$ cat src/cfs_consts.svh
// Timing counts, reset values and input bit positions of the converter fault sequencer.
// Assumes a 125 MHz system clock; the switching oscillator arrives as a pin.
//
// Behaviour
// - High-side off at least 160 ns per cycle.
// - High-side on at least 80 ns once on; protective stops (hiccup, thermal, disable) end it sooner.
// - Peak limit ends the high-side pulse for the cycle.
// - One severe overcurrent enters hiccup at once.
// - Feedback below hiccup threshold after soft-start enters hiccup.
// - Hiccup stops switching for 32,768 half-rate cycles.
// - Hiccup expiry starts a fresh soft-start.
// - Feedback low in soft-start: half rate for soft-start plus 1024 cycles.
// - Power-good released 1024 cycles after output exceeds 95%.
// - Power-good driven low when output falls below 92%.
// - Power-good low in thermal shutdown or enable below threshold.
// - Prebiased start: switches off until soft-start crosses feedback.
// - Overtemperature shuts down; restart only after cooling.
// - Soft-start off in thermal shutdown; full startup on recovery.
// - Startup at half rate until feedback reaches hiccup threshold.
// - Each cycle turns high-side on at oscillator rising edge.
// - Light-load mode drops low-side before current reverses.
`ifndef CFS_CONSTS_SVH
`define CFS_CONSTS_SVH

// ********************************
// Timing
// ********************************
`define CFS_CLK_PERIOD_NS 8
`define CFS_MIN_OFF_NS 160
`define CFS_MIN_ON_NS 80
// Least times round up to whole clock cycles
`define CFS_MIN_OFF_CYC ((`CFS_MIN_OFF_NS + `CFS_CLK_PERIOD_NS - 1) / `CFS_CLK_PERIOD_NS)
`define CFS_MIN_ON_CYC ((`CFS_MIN_ON_NS + `CFS_CLK_PERIOD_NS - 1) / `CFS_CLK_PERIOD_NS)
`define CFS_HICCUP_CYCLES 32768
`define CFS_SS_EXTRA_CYCLES 1024
`define CFS_PGOOD_DELAY_CYCLES 1024

// ********************************
// Synchronised input bit positions
// ********************************
`define CFS_IN_WIDTH 15
`define CFS_IN_OSC 0
`define CFS_IN_ENABLE 1
`define CFS_IN_VCC_UV 2
`define CFS_IN_PEAK 3
`define CFS_IN_SEVERE 4
`define CFS_IN_PWM_TRIP 5
`define CFS_IN_FEEDBACK_LOW 6
`define CFS_IN_SS_CROSSED 7
`define CFS_IN_SS_DONE 8
`define CFS_IN_OUT_ABOVE_95 9
`define CFS_IN_OUT_BELOW_92 10
`define CFS_IN_THERM_HOT 11
`define CFS_IN_THERM_COOLED 12
`define CFS_IN_ZERO_CURRENT 13
`define CFS_IN_LIGHT_LOAD 14

// ********************************
// Reset values
// ********************************
`define CFS_PGOOD_LOW_RST 1'b1

`endif

$ cat src/cfs_pkg.sv
// Types of the converter fault sequencer.
// Assumes nothing beyond a SystemVerilog compiler.
package cfs_pkg;

    // ********************************
    // Sequencer states, Gray coded along startup
    // ********************************
    typedef enum logic [2:0] {
        CFS_OFF = 3'h0,
        CFS_PREBIAS = 3'h1,
        CFS_RUN = 3'h3,
        CFS_HICCUP = 3'h2,
        CFS_THERMAL = 3'h6
    } cfs_state_t;

endpackage

$ cat src/cfs_sequencer.sv
// Supervisory sequencer of a switching converter: switch timing, overcurrent,
// hiccup, prebiased start, thermal shutdown and open-drain power-good.
// Assumes every comparator flag and the oscillator arrive as asynchronous pins.
`timescale 1ns/100ps
`default_nettype none
`include "cfs_consts.svh"
module cfs_sequencer #(
    parameter int HICCUP_CYCLES = `CFS_HICCUP_CYCLES,
    parameter int SS_EXTRA_CYCLES = `CFS_SS_EXTRA_CYCLES,
    parameter int PGOOD_DELAY_CYCLES = `CFS_PGOOD_DELAY_CYCLES
) (
    // Clock and reset
    input wire logic clk,
    input wire logic rst_n,
    // Oscillator and supply
    input wire logic osc_clk_in,
    input wire logic enable_lockout_input,
    input wire logic vcc_undervoltage,
    // Current comparators
    input wire logic cycle_current_limit,
    input wire logic severe_overcurrent_limit,
    input wire logic pwm_peak_reached,
    input wire logic zero_current_detect,
    // Voltage comparators
    input wire logic feedback_below_hiccup,
    input wire logic soft_start_above_feedback,
    input wire logic soft_start_done,
    input wire logic output_above_95,
    input wire logic output_below_92,
    // Thermal sensor
    input wire logic thermal_overtemp,
    input wire logic thermal_cooled,
    // Mode strap
    input wire logic light_load_skip_mode,
    // Gate controls
    output logic high_side_gate,
    output logic low_side_gate,
    output logic soft_start_enable,
    // Open-drain power-good
    output logic power_good_out,
    output logic power_good_oe,
    // Status
    output logic hiccup_active,
    output logic half_freq_active,
    output logic thermal_shutdown
);
    localparam int HW = $clog2(HICCUP_CYCLES + 1);
    localparam int EW = $clog2(SS_EXTRA_CYCLES + 1);
    localparam int PW = $clog2(PGOOD_DELAY_CYCLES + 1);
    localparam logic [5:0] MIN_ON = 6'(`CFS_MIN_ON_CYC);
    localparam logic [5:0] MIN_OFF = 6'(`CFS_MIN_OFF_CYC);
    localparam logic [5:0] CNT_SAT = 6'h3f;
    localparam logic [HW-1:0] HIC_LAST = HW'(HICCUP_CYCLES - 1);
    localparam logic [EW-1:0] EXT_LAST = EW'(SS_EXTRA_CYCLES - 1);
    localparam logic [PW-1:0] PG_LAST = PW'(PGOOD_DELAY_CYCLES - 1);

    // ********************************
    // Input synchronisation
    // ********************************
    logic [`CFS_IN_WIDTH-1:0] s;

    cfs_sync #(.WIDTH(`CFS_IN_WIDTH)) u_sync (
        .clk(clk),
        .rst_n(rst_n),
        .async_in({light_load_skip_mode, zero_current_detect, thermal_cooled, thermal_overtemp,
                   output_below_92, output_above_95, soft_start_done, soft_start_above_feedback,
                   feedback_below_hiccup, pwm_peak_reached, severe_overcurrent_limit,
                   cycle_current_limit, vcc_undervoltage, enable_lockout_input, osc_clk_in}),
        .sync_out(s)
    );

    logic disabled;
    logic severe;
    logic fb_low;
    assign disabled = ~s[`CFS_IN_ENABLE] | s[`CFS_IN_VCC_UV];
    assign severe = s[`CFS_IN_SEVERE];
    assign fb_low = s[`CFS_IN_FEEDBACK_LOW];

    // ********************************
    // Oscillator edge and half-rate phase
    // ********************************
    logic osc_d_reg;
    logic osc_d_next;
    logic phase_reg;
    logic phase_next;
    logic osc_rise;
    logic half_tick;

    // Phase flips so the half-rate tick comes every second edge
    always_comb begin
        osc_d_next = s[`CFS_IN_OSC];
        phase_next = phase_reg ^ osc_rise;
    end

    always_ff @(posedge clk or negedge rst_n) begin
        if (!rst_n) begin
            osc_d_reg <= 1'b0;
            phase_reg <= 1'b0;
        end else begin
            osc_d_reg <= osc_d_next;
            phase_reg <= phase_next;
        end
    end

    assign osc_rise = s[`CFS_IN_OSC] & ~osc_d_reg;
    assign half_tick = osc_rise & phase_reg;

    // ********************************
    // Sequence state
    // ********************************
    cfs_pkg::cfs_state_t state_reg;
    cfs_pkg::cfs_state_t state_next;
    logic [HW-1:0] hic_cnt_reg;
    logic [HW-1:0] hic_cnt_next;
    logic [EW-1:0] ext_cnt_reg;
    logic [EW-1:0] ext_cnt_next;
    logic fb_ok_reg;
    logic fb_ok_next;

    // Disable beats thermal, thermal beats the normal sequence
    always_comb begin
        state_next = state_reg;
        hic_cnt_next = hic_cnt_reg;
        ext_cnt_next = ext_cnt_reg;
        fb_ok_next = fb_ok_reg;
        if (disabled) begin
            state_next = cfs_pkg::CFS_OFF;
            hic_cnt_next = '0;
            ext_cnt_next = '0;
            fb_ok_next = 1'b0;
        end else if (s[`CFS_IN_THERM_HOT] && state_reg != cfs_pkg::CFS_THERMAL) begin
            state_next = cfs_pkg::CFS_THERMAL;
        end else begin
            case (state_reg)
                cfs_pkg::CFS_OFF: begin
                    state_next = cfs_pkg::CFS_PREBIAS;
                    fb_ok_next = 1'b0;
                    ext_cnt_next = '0;
                end
                cfs_pkg::CFS_PREBIAS: begin
                    if (s[`CFS_IN_SS_CROSSED]) begin
                        state_next = cfs_pkg::CFS_RUN;
                    end
                end
                cfs_pkg::CFS_RUN: begin
                    if (!fb_low) begin
                        fb_ok_next = 1'b1;
                    end
                    if (severe) begin
                        state_next = cfs_pkg::CFS_HICCUP;
                        hic_cnt_next = '0;
                    end else if (s[`CFS_IN_SS_DONE] && fb_ok_reg && fb_low) begin
                        state_next = cfs_pkg::CFS_HICCUP;
                        hic_cnt_next = '0;
                    end else if (s[`CFS_IN_SS_DONE] && !fb_ok_reg && fb_low && half_tick) begin
                        // Feedback never made it: grant the extra cycles, then give up
                        if (ext_cnt_reg == EXT_LAST) begin
                            state_next = cfs_pkg::CFS_HICCUP;
                            hic_cnt_next = '0;
                        end else begin
                            ext_cnt_next = ext_cnt_reg + 1'b1;
                        end
                    end
                end
                cfs_pkg::CFS_HICCUP: begin
                    if (half_tick) begin
                        if (hic_cnt_reg == HIC_LAST) begin
                            state_next = cfs_pkg::CFS_PREBIAS;
                            fb_ok_next = 1'b0;
                            ext_cnt_next = '0;
                        end else begin
                            hic_cnt_next = hic_cnt_reg + 1'b1;
                        end
                    end
                end
                cfs_pkg::CFS_THERMAL: begin
                    if (s[`CFS_IN_THERM_COOLED] && !s[`CFS_IN_THERM_HOT]) begin
                        state_next = cfs_pkg::CFS_PREBIAS;
                        fb_ok_next = 1'b0;
                        ext_cnt_next = '0;
                        hic_cnt_next = '0;
                    end
                end
                default: begin
                    state_next = cfs_pkg::CFS_OFF;
                end
            endcase
        end
    end

    always_ff @(posedge clk or negedge rst_n) begin
        if (!rst_n) begin
            state_reg <= cfs_pkg::CFS_OFF;
            hic_cnt_reg <= '0;
            ext_cnt_reg <= '0;
            fb_ok_reg <= 1'b0;
        end else begin
            state_reg <= state_next;
            hic_cnt_reg <= hic_cnt_next;
            ext_cnt_reg <= ext_cnt_next;
            fb_ok_reg <= fb_ok_next;
        end
    end

    // ********************************
    // Switch timing
    // ********************************
    logic hs_reg;
    logic hs_next;
    logic ls_reg;
    logic ls_next;
    logic pend_reg;
    logic pend_next;
    logic ls_block_reg;
    logic ls_block_next;
    logic [5:0] on_cnt_reg;
    logic [5:0] on_cnt_next;
    logic [5:0] off_cnt_reg;
    logic [5:0] off_cnt_next;
    logic switching;
    logic half_mode;
    logic hs_on;
    logic hs_off;

    // Next state gates too, so gates drop on the edge that leaves run
    assign switching = (state_reg == cfs_pkg::CFS_RUN) && (state_next == cfs_pkg::CFS_RUN);
    assign half_mode = ~fb_ok_reg;
    // Turn-on waits out the off time and a dead-time cycle
    assign hs_on = switching && pend_reg && !hs_reg && !ls_reg && (off_cnt_reg >= MIN_OFF);
    // Protective stops skip the on-time floor; normal ends respect it
    assign hs_off = hs_reg && (!switching || ((on_cnt_reg >= MIN_ON) &&
                    (s[`CFS_IN_PWM_TRIP] || s[`CFS_IN_PEAK] || osc_rise)));

    always_comb begin
        pend_next = pend_reg;
        if (!switching || hs_on) begin
            pend_next = 1'b0;
        end else if (osc_rise && (!half_mode || phase_reg)) begin
            pend_next = 1'b1;
        end
        hs_next = hs_on ? 1'b1 : (hs_off ? 1'b0 : hs_reg);
        on_cnt_next = hs_on ? 6'h00 : ((hs_reg && on_cnt_reg != CNT_SAT) ? on_cnt_reg + 6'h01 : on_cnt_reg);
        off_cnt_next = hs_off ? 6'h00 : ((!hs_reg && off_cnt_reg != CNT_SAT) ? off_cnt_reg + 6'h01 : off_cnt_reg);
        ls_block_next = ls_block_reg;
        if (hs_on) begin
            ls_block_next = 1'b0;
        end else if (s[`CFS_IN_LIGHT_LOAD] && s[`CFS_IN_ZERO_CURRENT] && !hs_reg) begin
            ls_block_next = 1'b1;
        end
        ls_next = switching && !hs_reg && !hs_next && !pend_next && !ls_block_next;
    end

    always_ff @(posedge clk or negedge rst_n) begin
        if (!rst_n) begin
            hs_reg <= 1'b0;
            ls_reg <= 1'b0;
            pend_reg <= 1'b0;
            ls_block_reg <= 1'b0;
            on_cnt_reg <= 6'h00;
            off_cnt_reg <= 6'h00;
        end else begin
            hs_reg <= hs_next;
            ls_reg <= ls_next;
            pend_reg <= pend_next;
            ls_block_reg <= ls_block_next;
            on_cnt_reg <= on_cnt_next;
            off_cnt_reg <= off_cnt_next;
        end
    end

    // ********************************
    // Power-good
    // ********************************
    logic pg_low_reg;
    logic pg_low_next;
    logic [PW-1:0] pg_cnt_reg;
    logic [PW-1:0] pg_cnt_next;

    // Counts above the rising threshold; holds in the band
    always_comb begin
        pg_low_next = pg_low_reg;
        pg_cnt_next = pg_cnt_reg;
        if (disabled || state_reg == cfs_pkg::CFS_THERMAL || s[`CFS_IN_OUT_BELOW_92]) begin
            pg_low_next = 1'b1;
            pg_cnt_next = '0;
        end else if (pg_low_reg && s[`CFS_IN_OUT_ABOVE_95] && osc_rise) begin
            if (pg_cnt_reg == PG_LAST) begin
                pg_low_next = 1'b0;
            end else begin
                pg_cnt_next = pg_cnt_reg + 1'b1;
            end
        end
    end

    always_ff @(posedge clk or negedge rst_n) begin
        if (!rst_n) begin
            pg_low_reg <= `CFS_PGOOD_LOW_RST;
            pg_cnt_reg <= '0;
        end else begin
            pg_low_reg <= pg_low_next;
            pg_cnt_reg <= pg_cnt_next;
        end
    end

    // ********************************
    // Registered outputs
    // ********************************
    logic ss_en_reg;
    logic pg_out_reg;
    logic hic_reg;
    logic half_reg;
    logic therm_reg;

    // Soft-start is released only in prebias wait and run
    always_ff @(posedge clk or negedge rst_n) begin
        if (!rst_n) begin
            ss_en_reg <= 1'b0;
            pg_out_reg <= 1'b0;
            hic_reg <= 1'b0;
            half_reg <= 1'b0;
            therm_reg <= 1'b0;
        end else begin
            ss_en_reg <= (state_next == cfs_pkg::CFS_PREBIAS) || (state_next == cfs_pkg::CFS_RUN);
            pg_out_reg <= 1'b0;
            hic_reg <= state_next == cfs_pkg::CFS_HICCUP;
            half_reg <= (state_next == cfs_pkg::CFS_RUN) && !fb_ok_next;
            therm_reg <= state_next == cfs_pkg::CFS_THERMAL;
        end
    end

    assign high_side_gate = hs_reg;
    assign low_side_gate = ls_reg;
    assign soft_start_enable = ss_en_reg;
    assign power_good_out = pg_out_reg;
    assign power_good_oe = pg_low_reg;
    assign hiccup_active = hic_reg;
    assign half_freq_active = half_reg;
    assign thermal_shutdown = therm_reg;
endmodule
`default_nettype wire

$ cat src/cfs_sync.sv
// Two-stage synchroniser for a group of asynchronous pin levels.
// Assumes each bit is a level, not a pulse shorter than two clocks.
`timescale 1ns/100ps
`default_nettype none
module cfs_sync #(
    parameter int WIDTH = 1
) (
    // Clock and reset
    input wire logic clk,
    input wire logic rst_n,
    // Levels
    input wire logic [WIDTH-1:0] async_in,
    output logic [WIDTH-1:0] sync_out
);
    logic [WIDTH-1:0] meta_reg;
    logic [WIDTH-1:0] meta_next;
    logic [WIDTH-1:0] sync_reg;
    logic [WIDTH-1:0] sync_next;

    // First stage feeds only the second
    always_comb begin
        meta_next = async_in;
        sync_next = meta_reg;
    end

    always_ff @(posedge clk or negedge rst_n) begin
        if (!rst_n) begin
            meta_reg <= '0;
            sync_reg <= '0;
        end else begin
            meta_reg <= meta_next;
            sync_reg <= sync_next;
        end
    end

    assign sync_out = sync_reg;
endmodule
`default_nettype wire

$ cat config.mk
export PLATFORM = sky130hd
export DESIGN_NAME = cfs_sequencer
export DESIGN_NICKNAME = d
export VERILOG_FILES = /design/src/cfs_pkg.sv /design/src/cfs_sequencer.sv /design/src/cfs_sync.sv
export VERILOG_INCLUDE_DIRS = /design/src
export SDC_FILE = /design/constraint.sdc
export NUM_CORES = 1
export LEC_CHECK = 0
export CAP_MARGIN = 5
export CORE_ASPECT_RATIO = 2
export CORE_MARGIN = 10
export CORE_UTILIZATION = 57
export CTS_CLUSTER_DIAMETER = 200
export CTS_CLUSTER_SIZE = 25
export DETAILED_ROUTE_END_ITERATION = 8
export DONT_BUFFER_PORTS = 1
export GPL_TIMING_DRIVEN = 0
export PLACE_DENSITY_LB_ADDON = 0.3
export SYNTH_ARGS = -nofsm -noshare
export SYNTH_HDL_FRONTEND = slang
export SYNTH_HIERARCHICAL = 1
export SYNTH_SLANG_ARGS = --single-unit
$ cat constraint.sdc
create_clock -name clk -period 2.6 [get_ports clk]
set_input_delay 0.26 -clock clk [delete_from_list [all_inputs] [get_ports clk]]
set_output_delay 0.26 -clock clk [all_outputs]
set_load 0.03 [all_outputs]
==> impl_metrics.tcl <==
set metrics [dict create \
    outcome "finished clean" \
    portBuffers 0 \
    maxSlewViolCount 0 \
    cts_tree "yes" \
    vias 3351 \
    ant_nets 0 \
    clkLatencyLatePin_ns 0.35 \
    fin_area_mm2 0.00506 \
    p_seq_frac 0.528 \
    cts-root-buf "clkbuf_16" \
    worstPathRequired_ns 2.83 \
    fillers 569 \
    cts_buffers 9 \
    core_mm2 0.00754 \
    synth_fp_nets 447 \
    rsz0062_at_grt "true" \
    cts_buffer_depth 2 \
    relSlewSlack 0.529 \
    fin_crit_ns 2.51 \
    crit_buf_inv 1 \
    clock_skew_ns 0.00652 \
    fin_nets 479 \
    yosysWarnings 6 \
    cp.arrival_ns 2.74 \
    pre_cts_slack_ns -0.449 \
    dieArea_mm2 0.0118 \
    fp.dieH_um 144 \
    max_stage_delay_ns 0.60 \
    timing.fmax_mhz 399 \
    holdCritPathClass "register to register" \
    dp_hpwl_um 6460 \
    firstDrtPassIters 4 \
    p_int_mw 2.23 \
    first_global_vias 3396 \
    antenna_cells 0 \
    syn_area_per_cell_um2 10.3 \
    clkSinkCount 95 \
    dpl-instance-area_mm2 0.00448 \
    cellLeakagePower_nw 2.10 \
    drive_gt1_frac 0.0980 \
    syn_area_mm2 0.00436 \
    routed_via_density 6.06 \
    fp.dieW_um 81.9 \
    grt_max_degree 96 \
    combPwrFrac 0.059 \
    finalHoldViolCount 0 \
    largest_reg_flops 16 \
    path_cells "ha_4, nand3_1, or4_4, a21oi_4, buf_4, nand4_1, a21o_1, mux2_2" \
    cap_violations 0 \
    ys_seq_elements 95 \
    initial_core_util 0.578 \
    worst_pin_slew_ns 0.700 \
    rows 45 \
    netSwitchingFraction 0.236 \
    report.power.total_mw 2.92 \
    antenna_found_initial 0 \
    cp_top_family "simple AND/OR/NAND/NOR gates" \
    syn_inst 422 \
    tns_ns 0 \
    fin_ws_ns 0.0934 \
    synth_ff_type "dfrtp_1" \
    yosysSeqAreaShare 0.545 \
    clkSlewWorstSetupHoldPaths_ns 0.07 \
    cp_max_fo 6 \
    fin_crit_sh 0.964 \
    crit_path_start_kind "register" \
    synth_cell_types 62 \
    async_flop_share 1.00 \
    track_usage 0.173 \
    drc 0 \
    switching_power_mw 0.690 \
    powerDensity_mw_per_mm2 577 \
    clkPwrFrac 0.413 \
    area_growth_pct 16.1 \
    hold_ws_ns 0.347 \
    htree_levels 3 \
    endpoint_kind "register" \
    io_pins 25 \
    wl_per_cell_um 17.2 \
    synth_edf_count 0 \
    cp_slowest_cell "or4_4" \
    grt_pass1_wl_um 15800 \
    critPathKind "register to register" \
    routabilityCongestion 0.896 \
    peakVddDrop_mv 0.690 \
    first_iter_violations 244 \
    setup_viol 0 \
    routed_wl_um 9500 \
    overflow 0 \
]
-- layout make-up --
type                       count  area [µm²]  area share
buffer                        12        51.3      0.0101
sequential                    95        2380       0.470
clock inverter                 6        45.0     0.00889
multi-input combinational    306        1990       0.393
inverter                       9        33.8     0.00667
timing repair buffer          21         218      0.0430
clock buffer                  10         229      0.0452
tap                           94         118      0.0232
-- power by group through the flow --
stage / logic, mW / clock network (mW) / registers [mW]
after floorplan: 0.0764 / 0 / 1.56
after global placement: 0.102 / 0 / 1.56
after detailed placement: 0.104 / 0 / 1.57
after CTS: 0.165 / 1.24 / 1.54
after global routing: 0.191 / 1.30 / 1.55
final: 0.173 / 1.21 / 1.54
-- metrics by stage --
stage | util | instances
4_1_cts | 0.663 | 551
6_report | 0.671 | 553
2_1_floorplan | - | 422
3_5_place_dp | 0.594 | 516
3_3_place_gp | 0.594 | 516
5_1_grt | 0.671 | 553
-- cell usage in the layout (no fill, tap or decap), types with 4 or more instances in the layout --
cell type and instances:
nand2_1 35, nor2b_1 5, or3_1 8, clkbuf_16 9
dfrtp_1 93, and3_1 12, xor2_1 17, dlygate4sd3_1 16
o31ai_1 4, xnor2_1 4, a211oi_1 4, nor4_1 6
nor2_1 51, o21ai_0 23, nand3_1 14, ha_1 6
nand3b_1 4, inv_1 9, or2_2 4, or4_1 4
a21oi_1 19, buf_4 5, clkbuf_1 9, nand4_1 15
nor3_1 4
-- logic make-up after synthesis --
kind of cell / Yosys count / share of synthesized area
other: 1 / 0.000860
AOI/OAI and AO/OA: 89 / 0.139
DFF: 95 / 0.545
buffers and inverters: 21 / 0.0195
xor gates and xnor gates: 21 / 0.0422
and+or+nand+nor: 184 / 0.223
adders and majority gates: 8 / 0.0229
muxes: 3 / 0.00717
-- Yosys cell counts (all sizes together), types with 3 or more instances --
library cell	instances	area, µm²
and2	3	18.8
or4	5	41.3
or3	8	50.1
a31oi	4	25.0
dfrtp	94	2350
nand2	35	131
o21ai	25	125
ha	8	100
nand4	16	106
clkbuf	8	30.0
nor3b	3	22.5
nand3	14	70.1
a21o	3	22.5
xor2	17	149
buf	4	21.3
inv	9	33.8
nand3b	4	30.0
o2111ai	3	26.3
nor2	51	191
a21oi	21	120
o211ai	3	22.5
or2	4	25.0
nor4	7	58.8
xnor2	4	35.0
nor2b	6	37.5
and3	12	75.1
a211oi	5	37.5
nor3	5	25.0
nand2b	3	18.8
o31ai	4	30.0
-- path summary, 6_finish.rpt --
path / slack [ns] / to / startpoint / cells after the start
worst min-delay path: 0.35 / u_sync/sync_out[3] / u_sync/meta_reg[3] / 0
max in group asynchronous: 1.74 / power_good_oe / rst_n / 2
worst min register to register: 0.35 / u_sync/sync_out[3] / u_sync/meta_reg[3] / 0
worst max-delay path: 0.09 / hic_cnt_reg[7] / ext_cnt_reg[1] / 8
min in group asynchronous: 0.49 / ext_cnt_reg[7] / rst_n / 2
worst max register to register: 0.09 / hic_cnt_reg[7] / ext_cnt_reg[1] / 8
-- per-layer routing --
metal / vias up / global-route usage / share of wire
met3: 22 / 0.0494 / 0.041
met1: 1658 / 0.174 / 0.37
li1: 1590 / - / -
met2: 81 / 0.309 / 0.56
met4: 0 / 0.0856 / 0.029
met5: - / 0 / 0
-- worst register-to-register path, delay by kind of cell (launching register included) --
kind | cells | cell delay [ns]
simple gates | 3 | 0.84
buf+inv | 1 | 0.17
mux | 1 | 0.25
fa+ha+maj | 1 | 0.20
flops | 1 | 0.45
compound gates | 2 | 0.49
-- timing repair --
item	4_1_cts	5_1_grt
setup endpoints to repair	45	27
hold buffers	17	0
pin swaps	1	3
setup buffers	2	2
endpoints found under the hold margin	110	0
gates resized for setup	7	8
(Power assumes the default switching activity.)
